--- src/pkg/core_mode_pkg.sv ---
/*
  Holds the register map, field positions, reset values and carrier
  types of the core mode and multiplier result register bank.
  Assumes a single 10 MHz APB clock domain with 32-bit data.
*/
// Function
// - Stack top exposes rounding, saturation, interrupt bits
// - Stack top exposes alternate register select bits
// - Stack top exposes swap and bit-reverse bits
// - Misaligned long access sets sticky when enabled
// - Illegal register access sets sticky when enabled
// - Freeze keeps conflict cache contents, blocks fills
// - Slow loop forces late-termination loop mode
// - Core timer runs only while enable set
// - Disable bit turns conflict cache off
// - Self-nest lets system interrupt latch again
// - Nesting in service masks lower, keeps own (code: only while self-nest and global enable are also set)
// - Higher preemption masks the system interrupt
// - Slice zero maps result bits 31:0
// - Slice one maps result bits 63:32
// - Slice two maps result bits 79:64
// - MAC writes into the result register that to_background selects
// - Swap select exchanges foreground and background
package core_mode_pkg;

  // ==========================================================================
  // Register offsets (byte addresses)
  // ==========================================================================
  localparam logic [7:0] OFF_MODE_STACK_TOP = 8'h00;
  localparam logic [7:0] OFF_MODE_SECOND    = 8'h04;
  localparam logic [7:0] OFF_MODE_FIRST     = 8'h08;
  localparam logic [7:0] OFF_STICKY         = 8'h0c;
  localparam logic [7:0] OFF_RESULT_BG_LOW  = 8'h10;
  localparam logic [7:0] OFF_RESULT_FG_LOW  = 8'h14;
  localparam logic [7:0] OFF_RESULT_BG_MID  = 8'h18;
  localparam logic [7:0] OFF_RESULT_FG_MID  = 8'h1c;
  localparam logic [7:0] OFF_RESULT_BG_HIGH = 8'h20;
  localparam logic [7:0] OFF_RESULT_FG_HIGH = 8'h24;
  localparam logic [7:0] OFF_TIMER_COUNT    = 8'h28;
  localparam logic [7:0] OFF_IRQ_MASK       = 8'h2c;

  // ==========================================================================
  // Mode register field positions
  // ==========================================================================
  localparam int BIT_ROUND_TO_ZERO = 15;
  localparam int BIT_SIGN_EXTEND   = 14;
  localparam int BIT_SATURATION    = 13;
  localparam int BIT_GLOBAL_IRQ_EN = 12;
  localparam int BIT_IRQ_NESTING   = 11;
  localparam int BIT_ALT_DATA_LOW  = 10;
  localparam int BIT_ALT_DATA_HIGH = 7;
  localparam int BIT_ALT_AG2_LOW   = 6;
  localparam int BIT_ALT_AG2_HIGH  = 5;
  localparam int BIT_ALT_AG1_LOW   = 4;
  localparam int BIT_ALT_AG1_HIGH  = 3;
  localparam int BIT_RESULT_SWAP   = 2;
  localparam int BIT_BITREV_ZERO   = 1;
  localparam int BIT_BITREV_EIGHT  = 0;
  localparam logic [31:0] STACK_TOP_MASK = 32'h0000_fcff;

  localparam int BIT_UNALIGNED_EN  = 21;
  localparam int BIT_ILLEGAL_EN    = 20;
  localparam int BIT_CACHE_FREEZE  = 19;
  localparam int BIT_SLOW_LOOP     = 7;
  localparam int BIT_TIMER_RUN     = 5;
  localparam int BIT_CACHE_DISABLE = 4;
  localparam int BIT_SELF_NEST_EN  = 0;
  localparam logic [31:0] MODE_SECOND_MASK = 32'h0038_00b1;

  // Sticky status positions.
  localparam int BIT_UNALIGNED_STICKY = 0;
  localparam int BIT_ILLEGAL_STICKY   = 1;

  // ==========================================================================
  // Widths and reset values
  // ==========================================================================
  localparam int RESULT_W = 80;
  localparam int SYS_IRQ_W = 8;
  localparam logic [31:0] MODE_RESET   = 32'h0000_0000;
  localparam logic [79:0] RESULT_RESET = 80'h0;

  // ==========================================================================
  // Carrier types
  // ==========================================================================
  typedef struct packed {
    logic        valid;
    logic        to_background;
    logic [79:0] value;
  } mac_write_t;

  typedef struct packed {
    logic unaligned_long;
    logic illegal_reg;
  } access_event_t;

  typedef struct packed {
    logic cache_freeze;
    logic cache_disable;
    logic slow_loop;
    logic timer_run;
    logic self_nest;
  } mode_ctrl_t;

endpackage
--- src/logic/core_mode_regs.sv ---
/*
  Holds the core mode registers, the stack top mirror and the first
  element multiplier result registers behind an APB slave.
  Assumes one clock pclk at 10 MHz and the core's events as pulses.
*/
`timescale 1ns/100ps
module core_mode_regs #(
  parameter int IRQ_N = core_mode_pkg::SYS_IRQ_W
) (
  input  wire logic                        pclk,
  input  wire logic                        presetn,
  input  wire logic                        psel,
  input  wire logic                        penable,
  input  wire logic                        pwrite,
  input  wire logic [7:0]                  paddr,
  input  wire logic [31:0]                 pwdata,
  input  wire logic [3:0]                  pstrb,
  output logic      [31:0]                 prdata,
  output logic                             pready,
  output logic                             pslverr,
  input  wire core_mode_pkg::mac_write_t   mac_write,
  input  wire core_mode_pkg::access_event_t access_event,
  input  wire logic                        stack_push,
  input  wire logic                        cache_fill_req,
  input  wire logic                        loop_early_req,
  input  wire logic                        sys_in_service,
  input  wire logic                        higher_in_service,
  output core_mode_pkg::mode_ctrl_t        mode_ctrl,
  output logic                             cache_fill_ok,
  output logic                             loop_late_mode,
  output logic                             sys_may_latch,
  output logic      [IRQ_N-1:0]            irq_mask
);
  // ==========================================================================
  // State
  // ==========================================================================
  typedef struct packed {
    logic [31:0]              mode_first;
    logic [31:0]              stack_top;
    logic [31:0]              mode_second;
    logic [1:0]               sticky;
    logic [79:0]              result_fg;
    logic [79:0]              result_bg;
    logic [31:0]              timer;
    logic [31:0]              rdata;
    logic                     ready;
    logic                     slverr;
    core_mode_pkg::mode_ctrl_t ctrl;
    logic                     fill_ok;
    logic                     late_mode;
    logic                     may_latch;
    logic [IRQ_N-1:0]         mask;
  } state_t;

  state_t st;
  state_t next_st;

  logic [2:0]       fg_sel;
  logic [2:0]       bg_sel;
  logic [79:0]      fg_merged;
  logic [79:0]      bg_merged;
  logic             comb_may_latch;
  logic [IRQ_N-1:0] comb_mask;
  logic             wr_phase;
  logic             access;

  // Strobe-masked write of a 32-bit word.
  function automatic logic [31:0] apply_strb(input logic [31:0] old,
                                             input logic [31:0] d,
                                             input logic [3:0]  s);
    logic [31:0] r;
    r = old;
    for (int i = 0; i < 4; i++) begin
      if (s[i]) begin
        r[i*8 +: 8] = d[i*8 +: 8];
      end
    end
    return r;
  endfunction

  // Picks which slice of a result a given address selects.
  function automatic logic [2:0] slice_of(input logic [7:0] a,
                                          input logic [7:0] low,
                                          input logic [7:0] mid,
                                          input logic [7:0] high);
    logic [2:0] r;
    r = 3'h0;
    if (a == low) begin
      r = 3'h1;
    end else if (a == mid) begin
      r = 3'h2;
    end else if (a == high) begin
      r = 3'h4;
    end
    return r;
  endfunction

  // ==========================================================================
  // Slice merges and interrupt masking
  // ==========================================================================
  // First access cycle decodes; a write lands at the edge that sees pready high.
  assign access   = psel && penable && !st.ready;
  assign wr_phase = psel && penable && st.ready && pwrite;
  assign fg_sel   = wr_phase ? slice_of(paddr, core_mode_pkg::OFF_RESULT_FG_LOW,
                    core_mode_pkg::OFF_RESULT_FG_MID,
                    core_mode_pkg::OFF_RESULT_FG_HIGH) : 3'h0;
  assign bg_sel   = wr_phase ? slice_of(paddr, core_mode_pkg::OFF_RESULT_BG_LOW,
                    core_mode_pkg::OFF_RESULT_BG_MID,
                    core_mode_pkg::OFF_RESULT_BG_HIGH) : 3'h0;

  result_slice_merge u_fg_merge (
    .current   (st.result_fg),
    .slice_sel (fg_sel),
    .wdata     (pwdata),
    .merged    (fg_merged)
  );

  result_slice_merge u_bg_merge (
    .current   (st.result_bg),
    .slice_sel (bg_sel),
    .wdata     (pwdata),
    .merged    (bg_merged)
  );

  system_irq_mask #(.N(IRQ_N)) u_irq_mask (
    .self_nest         (st.mode_second[core_mode_pkg::BIT_SELF_NEST_EN]),
    .global_en         (st.mode_first[core_mode_pkg::BIT_GLOBAL_IRQ_EN]),
    .nesting           (st.mode_first[core_mode_pkg::BIT_IRQ_NESTING]),
    .sys_in_service    (sys_in_service),
    .higher_in_service (higher_in_service),
    .sys_may_latch     (comb_may_latch),
    .mask              (comb_mask)
  );

  // ==========================================================================
  // Next state
  // ==========================================================================
  // Register writes, hardware events, result updates and read mux.
  always_comb begin
    logic        swap_now;
    logic [79:0] held;
    next_st  = st;
    swap_now = 1'b0;
    held     = '0;
    next_st.ready  = access;
    next_st.slverr = 1'b0;

    // APB register writes.
    if (wr_phase) begin
      if (paddr == core_mode_pkg::OFF_MODE_STACK_TOP) begin
        next_st.stack_top = apply_strb(st.stack_top, pwdata, pstrb)
                            & core_mode_pkg::STACK_TOP_MASK;
      end else if (paddr == core_mode_pkg::OFF_MODE_SECOND) begin
        next_st.mode_second = apply_strb(st.mode_second, pwdata, pstrb)
                              & core_mode_pkg::MODE_SECOND_MASK;
      end else if (paddr == core_mode_pkg::OFF_MODE_FIRST) begin
        next_st.mode_first = apply_strb(st.mode_first, pwdata, pstrb);
        swap_now = pwdata[core_mode_pkg::BIT_RESULT_SWAP] && pstrb[0]
                   && !st.mode_first[core_mode_pkg::BIT_RESULT_SWAP];
      end else if (paddr == core_mode_pkg::OFF_STICKY) begin
        next_st.sticky = st.sticky & ~pwdata[1:0]; // Write one to clear.
      end else if (paddr == core_mode_pkg::OFF_TIMER_COUNT) begin
        next_st.timer = pwdata;
      end
    end

    // Status stack push copies the low mode bits into the top entry.
    if (stack_push) begin
      next_st.stack_top = st.mode_first & core_mode_pkg::STACK_TOP_MASK;
    end

    // Sticky flags: a hardware set wins over a software clear.
    if (access_event.unaligned_long
        && st.mode_second[core_mode_pkg::BIT_UNALIGNED_EN]) begin
      next_st.sticky[core_mode_pkg::BIT_UNALIGNED_STICKY] = 1'b1;
    end
    if (access_event.illegal_reg
        && st.mode_second[core_mode_pkg::BIT_ILLEGAL_EN]) begin
      next_st.sticky[core_mode_pkg::BIT_ILLEGAL_STICKY] = 1'b1;
    end

    // Core timer counts only while its run bit is set.
    if (st.mode_second[core_mode_pkg::BIT_TIMER_RUN] && !(wr_phase
        && paddr == core_mode_pkg::OFF_TIMER_COUNT)) begin
      next_st.timer = st.timer + 32'h1;
    end

    // Result registers: slice writes, swap, then MAC write to the one to_background selects.
    next_st.result_fg = fg_merged;
    next_st.result_bg = bg_merged;
    if (swap_now) begin
      held = next_st.result_fg;
      next_st.result_fg = next_st.result_bg;
      next_st.result_bg = held;
    end
    if (mac_write.valid) begin
      if (mac_write.to_background) begin
        next_st.result_bg = mac_write.value;
      end else begin
        next_st.result_fg = mac_write.value;
      end
    end

    // Read data mux; its address check also flags unmapped writes with pready.
    next_st.rdata = 32'h0;
    if (access) begin
      if (paddr == core_mode_pkg::OFF_MODE_STACK_TOP) begin
        next_st.rdata = st.stack_top;
      end else if (paddr == core_mode_pkg::OFF_MODE_SECOND) begin
        next_st.rdata = st.mode_second;
      end else if (paddr == core_mode_pkg::OFF_MODE_FIRST) begin
        next_st.rdata = st.mode_first;
      end else if (paddr == core_mode_pkg::OFF_STICKY) begin
        next_st.rdata = {30'h0, st.sticky};
      end else if (paddr == core_mode_pkg::OFF_RESULT_BG_LOW) begin
        next_st.rdata = st.result_bg[31:0];
      end else if (paddr == core_mode_pkg::OFF_RESULT_FG_LOW) begin
        next_st.rdata = st.result_fg[31:0];
      end else if (paddr == core_mode_pkg::OFF_RESULT_BG_MID) begin
        next_st.rdata = st.result_bg[63:32];
      end else if (paddr == core_mode_pkg::OFF_RESULT_FG_MID) begin
        next_st.rdata = st.result_fg[63:32];
      end else if (paddr == core_mode_pkg::OFF_RESULT_BG_HIGH) begin
        next_st.rdata = {16'h0, st.result_bg[79:64]};
      end else if (paddr == core_mode_pkg::OFF_RESULT_FG_HIGH) begin
        next_st.rdata = {16'h0, st.result_fg[79:64]};
      end else if (paddr == core_mode_pkg::OFF_TIMER_COUNT) begin
        next_st.rdata = st.timer;
      end else if (paddr == core_mode_pkg::OFF_IRQ_MASK) begin
        next_st.rdata = 32'(st.mask);
      end else begin
        next_st.slverr = 1'b1;
      end
    end

    // Registered control outputs for the rest of the core.
    next_st.ctrl.cache_freeze  = st.mode_second[core_mode_pkg::BIT_CACHE_FREEZE];
    next_st.ctrl.cache_disable = st.mode_second[core_mode_pkg::BIT_CACHE_DISABLE];
    next_st.ctrl.slow_loop     = st.mode_second[core_mode_pkg::BIT_SLOW_LOOP];
    next_st.ctrl.timer_run     = st.mode_second[core_mode_pkg::BIT_TIMER_RUN];
    next_st.ctrl.self_nest     = st.mode_second[core_mode_pkg::BIT_SELF_NEST_EN];
    next_st.fill_ok = cache_fill_req
                      && !st.mode_second[core_mode_pkg::BIT_CACHE_FREEZE]
                      && !st.mode_second[core_mode_pkg::BIT_CACHE_DISABLE];
    next_st.late_mode = st.mode_second[core_mode_pkg::BIT_SLOW_LOOP]
                        || !loop_early_req;
    next_st.may_latch = comb_may_latch;
    next_st.mask      = comb_mask;
  end

  // ==========================================================================
  // Registers
  // ==========================================================================
  // Registers the whole state on every edge.
  always_ff @(posedge pclk or negedge presetn) begin
    if (!presetn) begin
      st <= '0;
    end else begin
      st <= next_st;
    end
  end

  // Outputs straight from flip-flops.
  assign prdata         = st.rdata;
  assign pready         = st.ready;
  assign pslverr        = st.slverr;
  assign mode_ctrl      = st.ctrl;
  assign cache_fill_ok  = st.fill_ok;
  assign loop_late_mode = st.late_mode;
  assign sys_may_latch  = st.may_latch;
  assign irq_mask       = st.mask;

endmodule // core_mode_regs

--- src/logic/result_slice_merge.sv ---
/*
  Holds the slice write merge for one 80-bit multiplier result.
  Assumes the caller supplies a one-hot slice select.
*/
`timescale 1ns/100ps
module result_slice_merge (
  input  wire logic [79:0] current,
  input  wire logic [2:0]  slice_sel,
  input  wire logic [31:0] wdata,
  output logic      [79:0] merged
);
  // ==========================================================================
  // Merge
  // ==========================================================================
  // Replaces only the selected slice and keeps every other bit.
  always_comb begin
    merged = current;
    if (slice_sel[0]) begin
      merged[31:0] = wdata;
    end else if (slice_sel[1]) begin
      merged[63:32] = wdata;
    end else if (slice_sel[2]) begin
      merged[79:64] = wdata[15:0];
    end
  end
endmodule // result_slice_merge

--- src/logic/system_irq_mask.sv ---
/*
  Holds the mask logic for the system-controller interrupt and the
  interrupts below it. Bit 0 of each vector is the system interrupt;
  higher indexes are lower priority, lower indexes higher.
  Assumes the vectors are synchronous to pclk.
*/
`timescale 1ns/100ps
module system_irq_mask #(
  parameter int N = 8
) (
  input  wire logic         self_nest,
  input  wire logic         global_en,
  input  wire logic         nesting,
  input  wire logic         sys_in_service,
  input  wire logic         higher_in_service,
  output logic              sys_may_latch,
  output logic      [N-1:0] mask
);
  // ==========================================================================
  // Mask decision
  // ==========================================================================
  // Self nesting lets a new request latch while its own routine runs.
  always_comb begin
    sys_may_latch = !sys_in_service || self_nest;
    mask = '0;
    if (higher_in_service) begin
      mask[0] = 1'b1;
    end else if (self_nest && global_en && nesting && sys_in_service) begin
      mask = {{(N-1){1'b1}}, 1'b0};
    end
  end
endmodule // system_irq_mask

--- config.mk ---
export PLATFORM = sky130hd
export DESIGN_NAME = core_mode_regs
export DESIGN_NICKNAME = d
export VERILOG_FILES = /design/src/pkg/core_mode_pkg.sv /design/src/logic/core_mode_regs.sv /design/src/logic/result_slice_merge.sv /design/src/logic/system_irq_mask.sv
export SDC_FILE = /design/constraint.sdc
export NUM_CORES = 1
export LEC_CHECK = 0
export BUFFER_PORTS_ARGS = -buffer_cell sky130_fd_sc_hd__buf_4
export CORE_AREA = 4 4 177 179
export DETAILED_ROUTE_END_ITERATION = 6
export DIE_AREA = 0 0 181 183
export GPL_TIMING_DRIVEN = 0
export PLACE_DENSITY = 0.76
export SKIP_CTS_REPAIR_TIMING = 1
export SYNTH_ARGS = -nofsm -noshare
export SYNTH_HDL_FRONTEND = slang
export SYNTH_HIERARCHICAL = 1
export SYNTH_SLANG_ARGS = --single-unit
--- constraint.sdc ---
create_clock -name pclk -period 4.1 [get_ports pclk]
set_input_delay 1.23 -clock pclk [delete_from_list [all_inputs] [get_ports pclk]]
set_output_delay 1.23 -clock pclk [all_outputs]
set_load 0.005 [all_outputs]
-- Word level (Yosys, flattened, before mapping)
Index checks and enable logic that the tools add are counted.
- add/sub/neg operators: 1
- equality and inequality tests: 21
- multiplexer cells: 76
- bitwise logic cells: 4
- reductions and logical operators: 47
- operators by type and width (operator ; number):
    32-bit 2-to-1 mux ; 25
    160-bit 2-to-1 mux ; 2
    80-bit 2-to-1 mux ; 2
    48-bit 2-to-1 mux ; 2
    66-bit 2-to-1 mux ; 1
    16-bit 2-to-1 mux ; 4
    8-bit 2-to-1 mux ; 5
    32-bit by 1-bit adder with 32-bit output (second input constant) ; 1
    8-bit by 5-bit equality test with 1-bit output (second input constant) ; 4
    8-bit by 6-bit equality test with 1-bit output (second input constant) ; 4
    5-bit AND reduction ; 6
    24-bit 2-to-1 mux ; 1
    3-bit 2-to-1 mux ; 8
    22-bit 2-to-1 mux ; 1
    1-bit 2-to-1 mux ; 20
    2-bit by 1-bit != test with 1-bit output (second input constant) ; 10
    2-bit nonzero test ; 10
    8-bit by 4-bit equality test with 1-bit output (second input constant) ; 2
    1-bit logical AND ; 15
    8-bit by 3-bit equality test with 1-bit output (second input constant) ; 1
    8-bit zero test ; 1
    4-bit AND reduction ; 2
    1-bit zero test ; 7
    7-bit 2-to-1 mux ; 1
    other kinds (9) ; 14
- bits in registers: 315
- input bits: 138
- output and inout port bits: 50
- word-level logic and storage cells: 175

-- Depth between registers and ports, before layout
Gate-level depths: netlist (run 1).
- depth after elaboration: 14
- mapped depth: 13
- gate-level depth less buffers: 8

-- Hierarchy
The synthesis (run 1) kept the hierarchy.
- modules (own cells, without submodules) (module ; instances ; cells an instance ; area each (um^2) ; seq. area each (um^2)):
    core_mode_regs ; 1 ; 1651 ; 15543.7 ; 7432.1
    result_slice_merge ; 2 ; 91 ; 1002.2 ; 0.0
    system_irq_mask ; 1 ; 10 ; 76.3 ; 0.0

-- Worst setup path before layout (run 1)
No wires, ideal clock.
- path kind: input -> register
- from: in paddr[4]
- to: reg st[216] (netlist name)
- library setup time: 0.132 ns
- data arrival time: 3.672 ns
- required time: 3.968 ns
- path slack: 0.296 ns
- stages on the path: 13
- buffers on the path: 6
- path through: clkbuf_1 -> nor4b_1 -> clkbuf_1 -> nand2_1 -> clkbuf_1 -> nor2_1 -> buf_6 -> nand2b_1 -> buf_2 -> buf_6 -> mux2_2 -> mux2i_1 -> o21ai_1
- RTL lines (element ; line ; RTL):
    start, declared ; core_mode_regs.sv:15 ; input wire logic [7:0] paddr,
    end signal, assigned ; core_mode_regs.sv:259 ; st <= next_st;
    end, declared ; core_mode_regs.sv:55 ; state_t st;

==> results_dict.tcl, run 1 <==
set metrics [dict create \
    gr-usage-all-layers_pct 38.6 \
    critPathArrivalTime_ns 4.39 \
    gp_congestion 0.996 \
    cap_violations 0 \
    r2r_slack_ns 1.12 \
    crit_end "st[206]$_DFF_PN0_" \
    synthArstFlopShare_pct 100 \
    peakVddDrop_mv 0.295 \
    skew_ns 0.0169 \
    crit_fanout 10 \
    placed_cell_area_mm2 0.0195 \
    routed_via_density 6.54 \
    worst_slew_pin_slew_ns 1.38 \
    avgSynthCellArea_um2 9.56 \
    grt_pass1_vias 16059 \
    power.total_mw 7.62 \
    power.share.switching_pct 28.3 \
    fin_nets 2204 \
    power_leakage_nw 9.07 \
    gr-total-overflow 0 \
    path_class "input pin to flip-flop" \
    cp_num_cells 13 \
    internal_power_mw 5.46 \
    netlist_area_mm2 0.0176 \
    grt_pass1_wl_um 97900 \
    combPwrFrac_pct 15.8 \
    fin_ws_ns 0.0778 \
    end_kind "flip-flop" \
    synth_edf_count 0 \
    cp_slowest_cell "nor4_1" \
    power.share.clock_pct 40.6 \
    syn_to_final_growth_pct 17.4 \
    critPathRequiredTime_ns 4.47 \
    cpPeakStageDelay_ns 0.65 \
    first_iter_violations 2366 \
    cp-startpoint "paddr[0]" \
    fillers 2359 \
    max_freq_mhz 249 \
    crit_buf_inv 5 \
    start_util_pct 59.6 \
    routedWlPerCell_um 26.4 \
    vias 16229 \
    ys_types 69 \
    hpwl_um 46800 \
    cts_sinks 297 \
    switchingPower_mw 2.16 \
    firstDrtPassIters 7 \
    synth_seq_area_share_pct 42.2 \
    yosysTopAreaCellShare_pct 42.2 \
    power_density_mw_per_mm2 368 \
    chipWidth_um 181 \
    antenna_found_initial 0 \
    post-route-min-period_ns 4.02 \
    reg2regPathDepth 6 \
    hold_path.class "flip-flop to flip-flop" \
    detail-route-antenna-nets 0 \
    clk_pin_slew_ns 0.06 \
    gr-usage-met1_pct 53.6 \
    critPathLaunchType "input pin" \
    use_met2_pct 59.4 \
    cts_buffers 35 \
    status "finished, violations left" \
    clock_path_buffers 3 \
    clk_latency_ns 0.53 \
    final_area_mm2 0.0207 \
    core_mm2 0.0296 \
    met3_usage_pct 8.98 \
    synth_top_flop_cell "dfrtp_1" \
    finalHoldViolations 0 \
    yosys.area.top_type "dfrtp_1" \
    cts-root-buf "clkbuf_16" \
    io_pins 188 \
    place_ws_ns -1.10 \
    h-tree-depth 2 \
    drv_slew 0 \
    rows 63 \
    fp.dieH_um 183 \
    n_antenna_cell 0 \
    finalCritPeriodShare_pct 98.1 \
    grt_max_degree 120 \
    r2r-start "pready$_DFF_PN0_" \
    crit_family "simple AND/OR/NAND/NOR gates" \
    syn-num-nets 1982 \
    drcViolationCount 15 \
    setup_viol 0 \
    register_area_mm2 0.00743 \
    ys_warn_count 6 \
    wl_um 65500 \
    syn-instance-count 1843 \
    power_frac_seq_pct 43.5 \
    cts_tree "done" \
    synth_seq_cells 297 \
    slew_headroom_pct 7.05 \
    multi_input_area_mm2 0.00896 \
    cp_cell_sequence "clkbuf_1, nor4_1, and2_1, clkbuf_1, nand2_1, nor2_1, buf_6, nand2b_1, buf_2, buf_6, mux2_2, mux2i_1, o21ai_0" \
    dieArea_mm2 0.0331 \
    busiest_layer "met2" \
    rsz0062_at_grt "false" \
    drive_gt1_share_pct 27.5 \
    violations "design-rule violations" \
    synthTopCellsByArea "dfrtp_1 42%, mux2_2 13%, mux2i_1 7.6%, nand2_1 7.2%, a31oi_1 3.2%" \
    place.port_buffers 180 \
    timing.rr.end "prdata[2]$_DFF_PN0_" \
]
==> power by group through the flow <==
stage | clock, mW | combinational, mW | sequential [mW]
2_1_floorplan | 0 | 0.700 | 3.29
3_3_place_gp | 0 | 1.13 | 3.35
3_5_place_dp | 0 | 1.17 | 3.36
4_1_cts | 3.10 | 1.18 | 3.31
5_1_grt | 3.22 | 1.30 | 3.33
6_report | 3.10 | 1.21 | 3.32
==> flip-flops by register name, indices dropped and copies added (netlist names) <==
| name | count |
|---|---|
| next_st | 5 |
| irq_mask | 8 |
| mode_ctrl | 5 |
| cache_fill_ok | 1 |
| pslverr | 1 |
| sys_may_latch | 1 |
| st | 242 |
| loop_late_mode | 1 |
| pready | 1 |
| prdata | 32 |
==> synth_stat cells (all sizes together), types with 4 or more instances <==
library cell and number:
nand2 338, dfrtp 297, mux2 207, nor2 146, mux2i 133, o21ai 132, buf 117, a31oi 89
clkbuf 75, a21oi 61, xnor2 19, a22o 17, nand4 15, nand3 14, nor4 14, nor3 13
o221ai 13, and3 12, inv 11, xor2 11, nor2b 10, nand2b 8, o22ai 8, a222oi 7
a22oi 7, and4 7, a221oi 5, and2 5, nor3b 5, mux4 4, nor4b 4, or4b 4
==> kinds of logic after synthesis <==
kind of cell	count (synthesis)	share of synthesized area, %
AO/OA/AOI/OAI	368	12.8
XOR/XNOR	30	1.49
adder cells (fa/ha/maj)	1	0.0710
buffers and inverters	203	7.04
flip-flops	297	42.2
multiplexers	344	21.3
AND/OR/NAND/NOR	600	15.2
==> layer usage <==
metal | part of all wire [%] | vias up | wire [µm]
li1 | - | 6943 | -
met5 | 0 | - | 0
met3 | 11 | 201 | 7420
met2 | 44 | 1081 | 28800
met1 | 40 | 8004 | 26200
met4 | 4.7 | 0 | 3100
==> through the flow <==
step	std cells	setup TNS (ns)	util [%]	hold slack, ns
global placement	2413	-381.37	65.8	0.429
floorplan	1843	0	-	0.382
detailed placement	2415	-126.97	66.1	0.426
CTS	2478	-40.33	69.9	0.439
global route	2481	0	70.0	0.459
finish	2481	0	70.0	0.441
==> layout by cell type (no fill, tap or decap), types with 23 or more instances in the layout <==
master,netlist,routed
o21ai_1,30,30
a31oi_1,89,89
buf_4,60,243
clkbuf_16,0,36
dfrtp_1,297,297
nor2_1,144,144
clkbuf_1,75,77
mux2_2,199,199
a21oi_1,61,61
buf_2,22,23
buf_6,24,24
o21ai_0,102,102
mux2i_1,133,133
nand2_1,338,338
==> cell type report <==
| type | instances | area share, % |
|---|---|---|
| multi-input combinational | 1343 | 43.3 |
| sequential | 297 | 35.9 |
| timing repair buffer | 186 | 6.98 |
| buffer | 191 | 5.80 |
| clock buffer | 50 | 4.95 |
| tap | 390 | 2.36 |
| clock inverter | 13 | 0.508 |
| inverter | 11 | 0.200 |
==> worst min path at each step <==
stage | from | to | slack [ns] | cells after the start
after floorplan | next_st[13]$_DFFE_PN0P_ | mode_ctrl[2]$_DFF_PN0_ | 0.38 | 0
after global placement | next_st[13]$_DFFE_PN0P_ | mode_ctrl[2]$_DFF_PN0_ | 0.43 | 0
after detailed placement | next_st[13]$_DFFE_PN0P_ | mode_ctrl[2]$_DFF_PN0_ | 0.43 | 0
after CTS | next_st[13]$_DFFE_PN0P_ | mode_ctrl[2]$_DFF_PN0_ | 0.44 | 0
after global routing | next_st[13]$_DFFE_PN0P_ | mode_ctrl[2]$_DFF_PN0_ | 0.46 | 0
final | next_st[13]$_DFFE_PN0P_ | mode_ctrl[2]$_DFF_PN0_ | 0.44 | 0
Power figures use the tool's default switching activity.
==> run 2, diff against run 1 <==
Clock period 4.1 ns to 4.55 ns, I/O delays scaled along.
==> results_dict.tcl, run 2 (same netlist as run 1, synthesis figures left out) <==
set metrics [dict create \
    skew_ns 0.0180 \
    clk_pin_slew_ns 0.06 \
    status "finished, violations left" \
    finalCritPeriodShare_pct 95.2 \
    start_util_pct 59.6 \
    wl_um 65800 \
    firstDrtPassIters 7 \
    drv_slew 0 \
    drive_gt1_share_pct 27.4 \
    largest_reg_flops 242 \
    min_from "next_st[13]$_DFFE_PN0P_" \
    core_mm2 0.0296 \
    place.port_buffers 180 \
    dieArea_mm2 0.0331 \
    critPathArrivalTime_ns 4.70 \
    fin_nets 2203 \
    clk_latency_ns 0.53 \
    antenna_found_initial 0 \
    chipWidth_um 181 \
    gr-total-overflow 0 \
    grt_max_degree 120 \
    mostFrequentLayoutCells "338 x nand2_1, 297 x dfrtp_1, 241 x buf_4" \
    hold_path.class "flip-flop to flip-flop" \
    cts_buffers 35 \
    multi_input_area_mm2 0.00896 \
    critPathLaunchType "input pin" \
    clock_path_buffers 3 \
    fp.dieH_um 183 \
    drcViolationCount 6 \
    gr-usage-all-layers_pct 38.6 \
    rows 63 \
    cp-startpoint "paddr[2]" \
    cts_sinks 297 \
    power_density_mw_per_mm2 332 \
    cts_tree "done" \
    crit_fanout 10 \
    worst_slew_pin_slew_ns 1.36 \
    detail-route-antenna-nets 0 \
    final_area_mm2 0.0207 \
    cts-root-buf "clkbuf_16" \
    critPathRequiredTime_ns 4.91 \
    max_freq_mhz 231 \
    regMostFlops "st" \
    grt_pass1_vias 16059 \
    power_leakage_nw 9.05 \
    r2r-start "pready$_DFF_PN0_" \
    vias 16381 \
    h-tree-depth 2 \
    placed_cell_area_mm2 0.0195 \
    power.total_mw 6.86 \
    peakVddDrop_mv 0.265 \
    post-route-min-period_ns 4.33 \
    io_pins 188 \
    cap_violations 0 \
    n_antenna_cell 0 \
    register_area_mm2 0.00743 \
    fillers 2360 \
    finalHoldViolations 0 \
    violations "design-rule violations" \
    hpwl_um 46800 \
    first_iter_violations 2376 \
    slew_headroom_pct 8.87 \
    grt_pass1_wl_um 97900 \
    end_kind "flip-flop" \
    setup_viol 0 \
    rsz0062_at_grt "false" \
    gp_congestion 0.996 \
    final_common_cell "nand2_1" \
    syn_to_final_growth_pct 17.3 \
    routed_via_density 6.61 \
    routedWlPerCell_um 26.5 \
    path_class "input pin to flip-flop" \
]
## run 2: changes by cell type in the layout (fill, tap and decap cells not counted), sizes merged
cell    delta
buf        -3
clkbuf     +2
## run 2: stage by stage
step	TNS (ns)	util (%)	hold WS (ns)	setup WS (ns)	instances
2_1_floorplan	0	-	0.382	0.611	1843
3_3_place_gp	-235.38	65.8	0.429	-0.734	2413
3_5_place_dp	-73.59	66.1	0.426	-0.781	2415
4_1_cts	-5.21	69.9	0.439	-0.273	2478
5_1_grt	0	70.0	0.459	0.124	2480
6_report	0	70.0	0.443	0.217	2480
## run 2: critical path, stage by stage
cell and delay, ns:
buf_4 0.11, buf_2 0.31, buf_2 0.38, clkbuf_1 0.53, clkbuf_2 0.49, nand2_1 0.13
nor3_1 0.16, nor3b_4 0.22, buf_4 0.19, buf_4 0.18, mux2_2 0.36, mux2i_1 0.17
o21ai_1 0.09
## run 2: power by group
part / internal [mW] / total (mW) / leakage, nW / switching [mW]
logic: 0.448 / 1.09 / 4.88 / 0.642
registers: 2.84 / 2.99 / 3.61 / 0.147
clock network: 1.63 / 2.78 / 0.567 / 1.16
total: 4.92 / 6.86 / 9.05 / 1.95
## run 2: area by class of cell
type,instances,area share [%]
Tap cell,390,2.36
Multi-Input combinational cell,1343,43.3
Sequential cell,297,35.9
Clock buffer,50,4.95
Clock inverter,13,0.508
Timing Repair Buffer,184,6.91
Buffer,192,5.81
Inverter,11,0.200
## run 2: routing by layer
metal,global-route usage [%],share of wire (%)
met1,53.6,40
met2,59.4,44
met3,8.98,11
met4,15.1,4.7
met5,0,0
## run 2: worst paths after layout
path	endpoint	slack (ns)	cells past startpoint
max	st[230]$_DFF_PN0_	0.22	13
min	mode_ctrl[2]$_DFF_PN0_	0.44	0
max reg2reg	st[239]$_DFF_PN0_	1.36	9
min reg2reg	mode_ctrl[2]$_DFF_PN0_	0.44	0
max in group asynchronous	prdata[24]$_DFF_PN0_	2.25	3
min in group asynchronous	st[236]$_DFF_PN0_	0.82	1
==> run 3, diff against run 2 <==
Settings changed: BUFFER_PORTS_ARGS -buffer_cell sky130_fd_sc_hd__buf_4 to -buffer_cell sky130_fd_sc_hd__buf_2.
==> results_dict.tcl, run 3 (same netlist as run 1, synthesis figures left out) <==
set metrics [dict create \
    status "finished, violations left" \
    violations "design-rule violations" \
    fin_hold_ws_ns 0.445 \
    detail-route-antenna-nets 0 \
    fp.dieH_um 183 \
    setup_viol 0 \
    routed_via_density 6.56 \
    clk_pin_slew_ns 0.06 \
    core_mm2 0.0296 \
    place.port_buffers 180 \
    regMostFlops "st" \
    dieArea_mm2 0.0331 \
    hold_path.class "flip-flop to flip-flop" \
    skew_ns 0.0159 \
    gr-total-overflow 0 \
    final_area_mm2 0.0203 \
    finalCritPeriodShare_pct 97.0 \
    placed_cell_area_mm2 0.0191 \
    start_util_pct 59.6 \
    r2r_slack_ns 1.39 \
    grt_pass1_wl_um 95700 \
    post-route-min-period_ns 4.41 \
    cp_cell_sequence "buf_2, buf_2, buf_2, clkbuf_1, clkbuf_2, nand2_1, nor3_1, nor3b_4, buf_4, buf_6, mux2_2, mux2i_1, o21ai_1" \
    peakVddDrop_mv 0.278 \
    wl_um 64200 \
    crit_fanout 10 \
    chipWidth_um 181 \
    hpwl_um 45300 \
    gr-usage-all-layers_pct 37.5 \
    fin_nets 2203 \
    grt_max_degree 113 \
    first_iter_violations 2224 \
    firstDrtPassIters 7 \
    drive_gt1_share_pct 27.1 \
    h-tree-depth 2 \
    whs_path_depth 0 \
    io_pins 188 \
    cpPeakStageDelay_ns 0.56 \
    worst_slew_pin_slew_ns 1.43 \
    grt_pass1_vias 16014 \
    critPathLaunchType "input pin" \
    cts_sinks 297 \
    largest_reg_flops 242 \
    worst_path_most_repeated_cell "buf_2" \
    power_density_mw_per_mm2 340 \
    antenna_found_initial 0 \
    rsz0062_at_grt "false" \
    clk_latency_ns 0.53 \
    gp_congestion 1.03 \
    critPathArrivalTime_ns 4.80 \
    drv_slew 0 \
    slew_headroom_pct 3.83 \
    routedWlPerCell_um 25.9 \
    power_leakage_nw 8.94 \
    finalHoldViolations 0 \
    cts-root-buf "clkbuf_16" \
    rows 63 \
    path_class "input pin to flip-flop" \
    cap_violations 0 \
    reg2regPathDepth 9 \
    critPathRequiredTime_ns 4.94 \
    vias 16242 \
    mostFrequentLayoutCells "338 x nand2_1, 297 x dfrtp_1, 201 x buf_2" \
    cp_slowest_cell "clkbuf_1" \
    end_kind "flip-flop" \
    drcViolationCount 6 \
    post-route-util_pct 68.5 \
    cts_tree "done" \
    clock_path_buffers 3 \
    final_common_cell "nand2_1" \
    cts_buffers 35 \
    max_freq_mhz 227 \
    final.setup.tns_ns 0 \
    syn_to_final_growth_pct 14.9 \
]
==> run 3: cell count changes in the layout (fill, tap and decap cells not counted), sizes merged <==
cell / delta
clkinv: -9
clkbuf: +4
bufinv: +1
diode: +1
==> run 3: per-stage QoR <==
step | worst slack [ns] | power, mW | std cells
after floorplan | 0.611 | 3.60 | 1843
after global placement | -3.57 | 3.99 | 2413
after detailed placement | -0.795 | 4.03 | 2415
after CTS | -0.310 | 6.86 | 2474
after global routing | 0.0806 | 7.10 | 2476
final | 0.137 | 6.89 | 2477
==> run 3: power by group <==
group          internal (mW)  switching, mW
clock network           1.73           1.13
logic                  0.413          0.637
registers               2.84          0.143
==> run 3: worst paths after layout <==
| kind | start | endpoint |
|---|---|---|
| setup reg to reg | pready$_DFF_PN0_ | st[232]$_DFF_PN0_ |
| hold / removal | next_st[13]$_DFFE_PN0P_ | mode_ctrl[2]$_DFF_PN0_ |
| setup / recovery | paddr[2] | st[232]$_DFF_PN0_ |
| min in group asynchronous | presetn | st[237]$_DFF_PN0_ |
| max in group asynchronous | presetn | st[189]$_DFF_PN0_ |
| hold reg to reg | next_st[13]$_DFFE_PN0P_ | mode_ctrl[2]$_DFF_PN0_ |
==> run 3: worst max-delay path: cells and delay by family <==
kind	cells	cell delay, ns
mux	2	0.54
buf+inv	7	2.31
simple gates	3	0.50
compound gates	1	0.07
==> run 3: area by class of cell <==
class                           count  area (µm²)
Clock inverter                      5        81.3
Fill cell                        2351        9310
Multi-Input combinational cell   1343        8950
Tap cell                          390         488
Inverter                           11        41.3
Timing Repair Buffer              184         981
Antenna cell                        1        2.50
Clock buffer                       54        1070
Sequential cell                   297        7430
Buffer                            192        1200
==> run 3: per-layer routing <==
layer / wire, µm / vias up / track usage, %
li1: - / 6943 / -
met1: 24700 / 7922 / 52.0
met2: 28200 / 1194 / 57.1
met3: 8230 / 183 / 8.83
met4: 2990 / 0 / 16.0
met5: 0 / - / 0
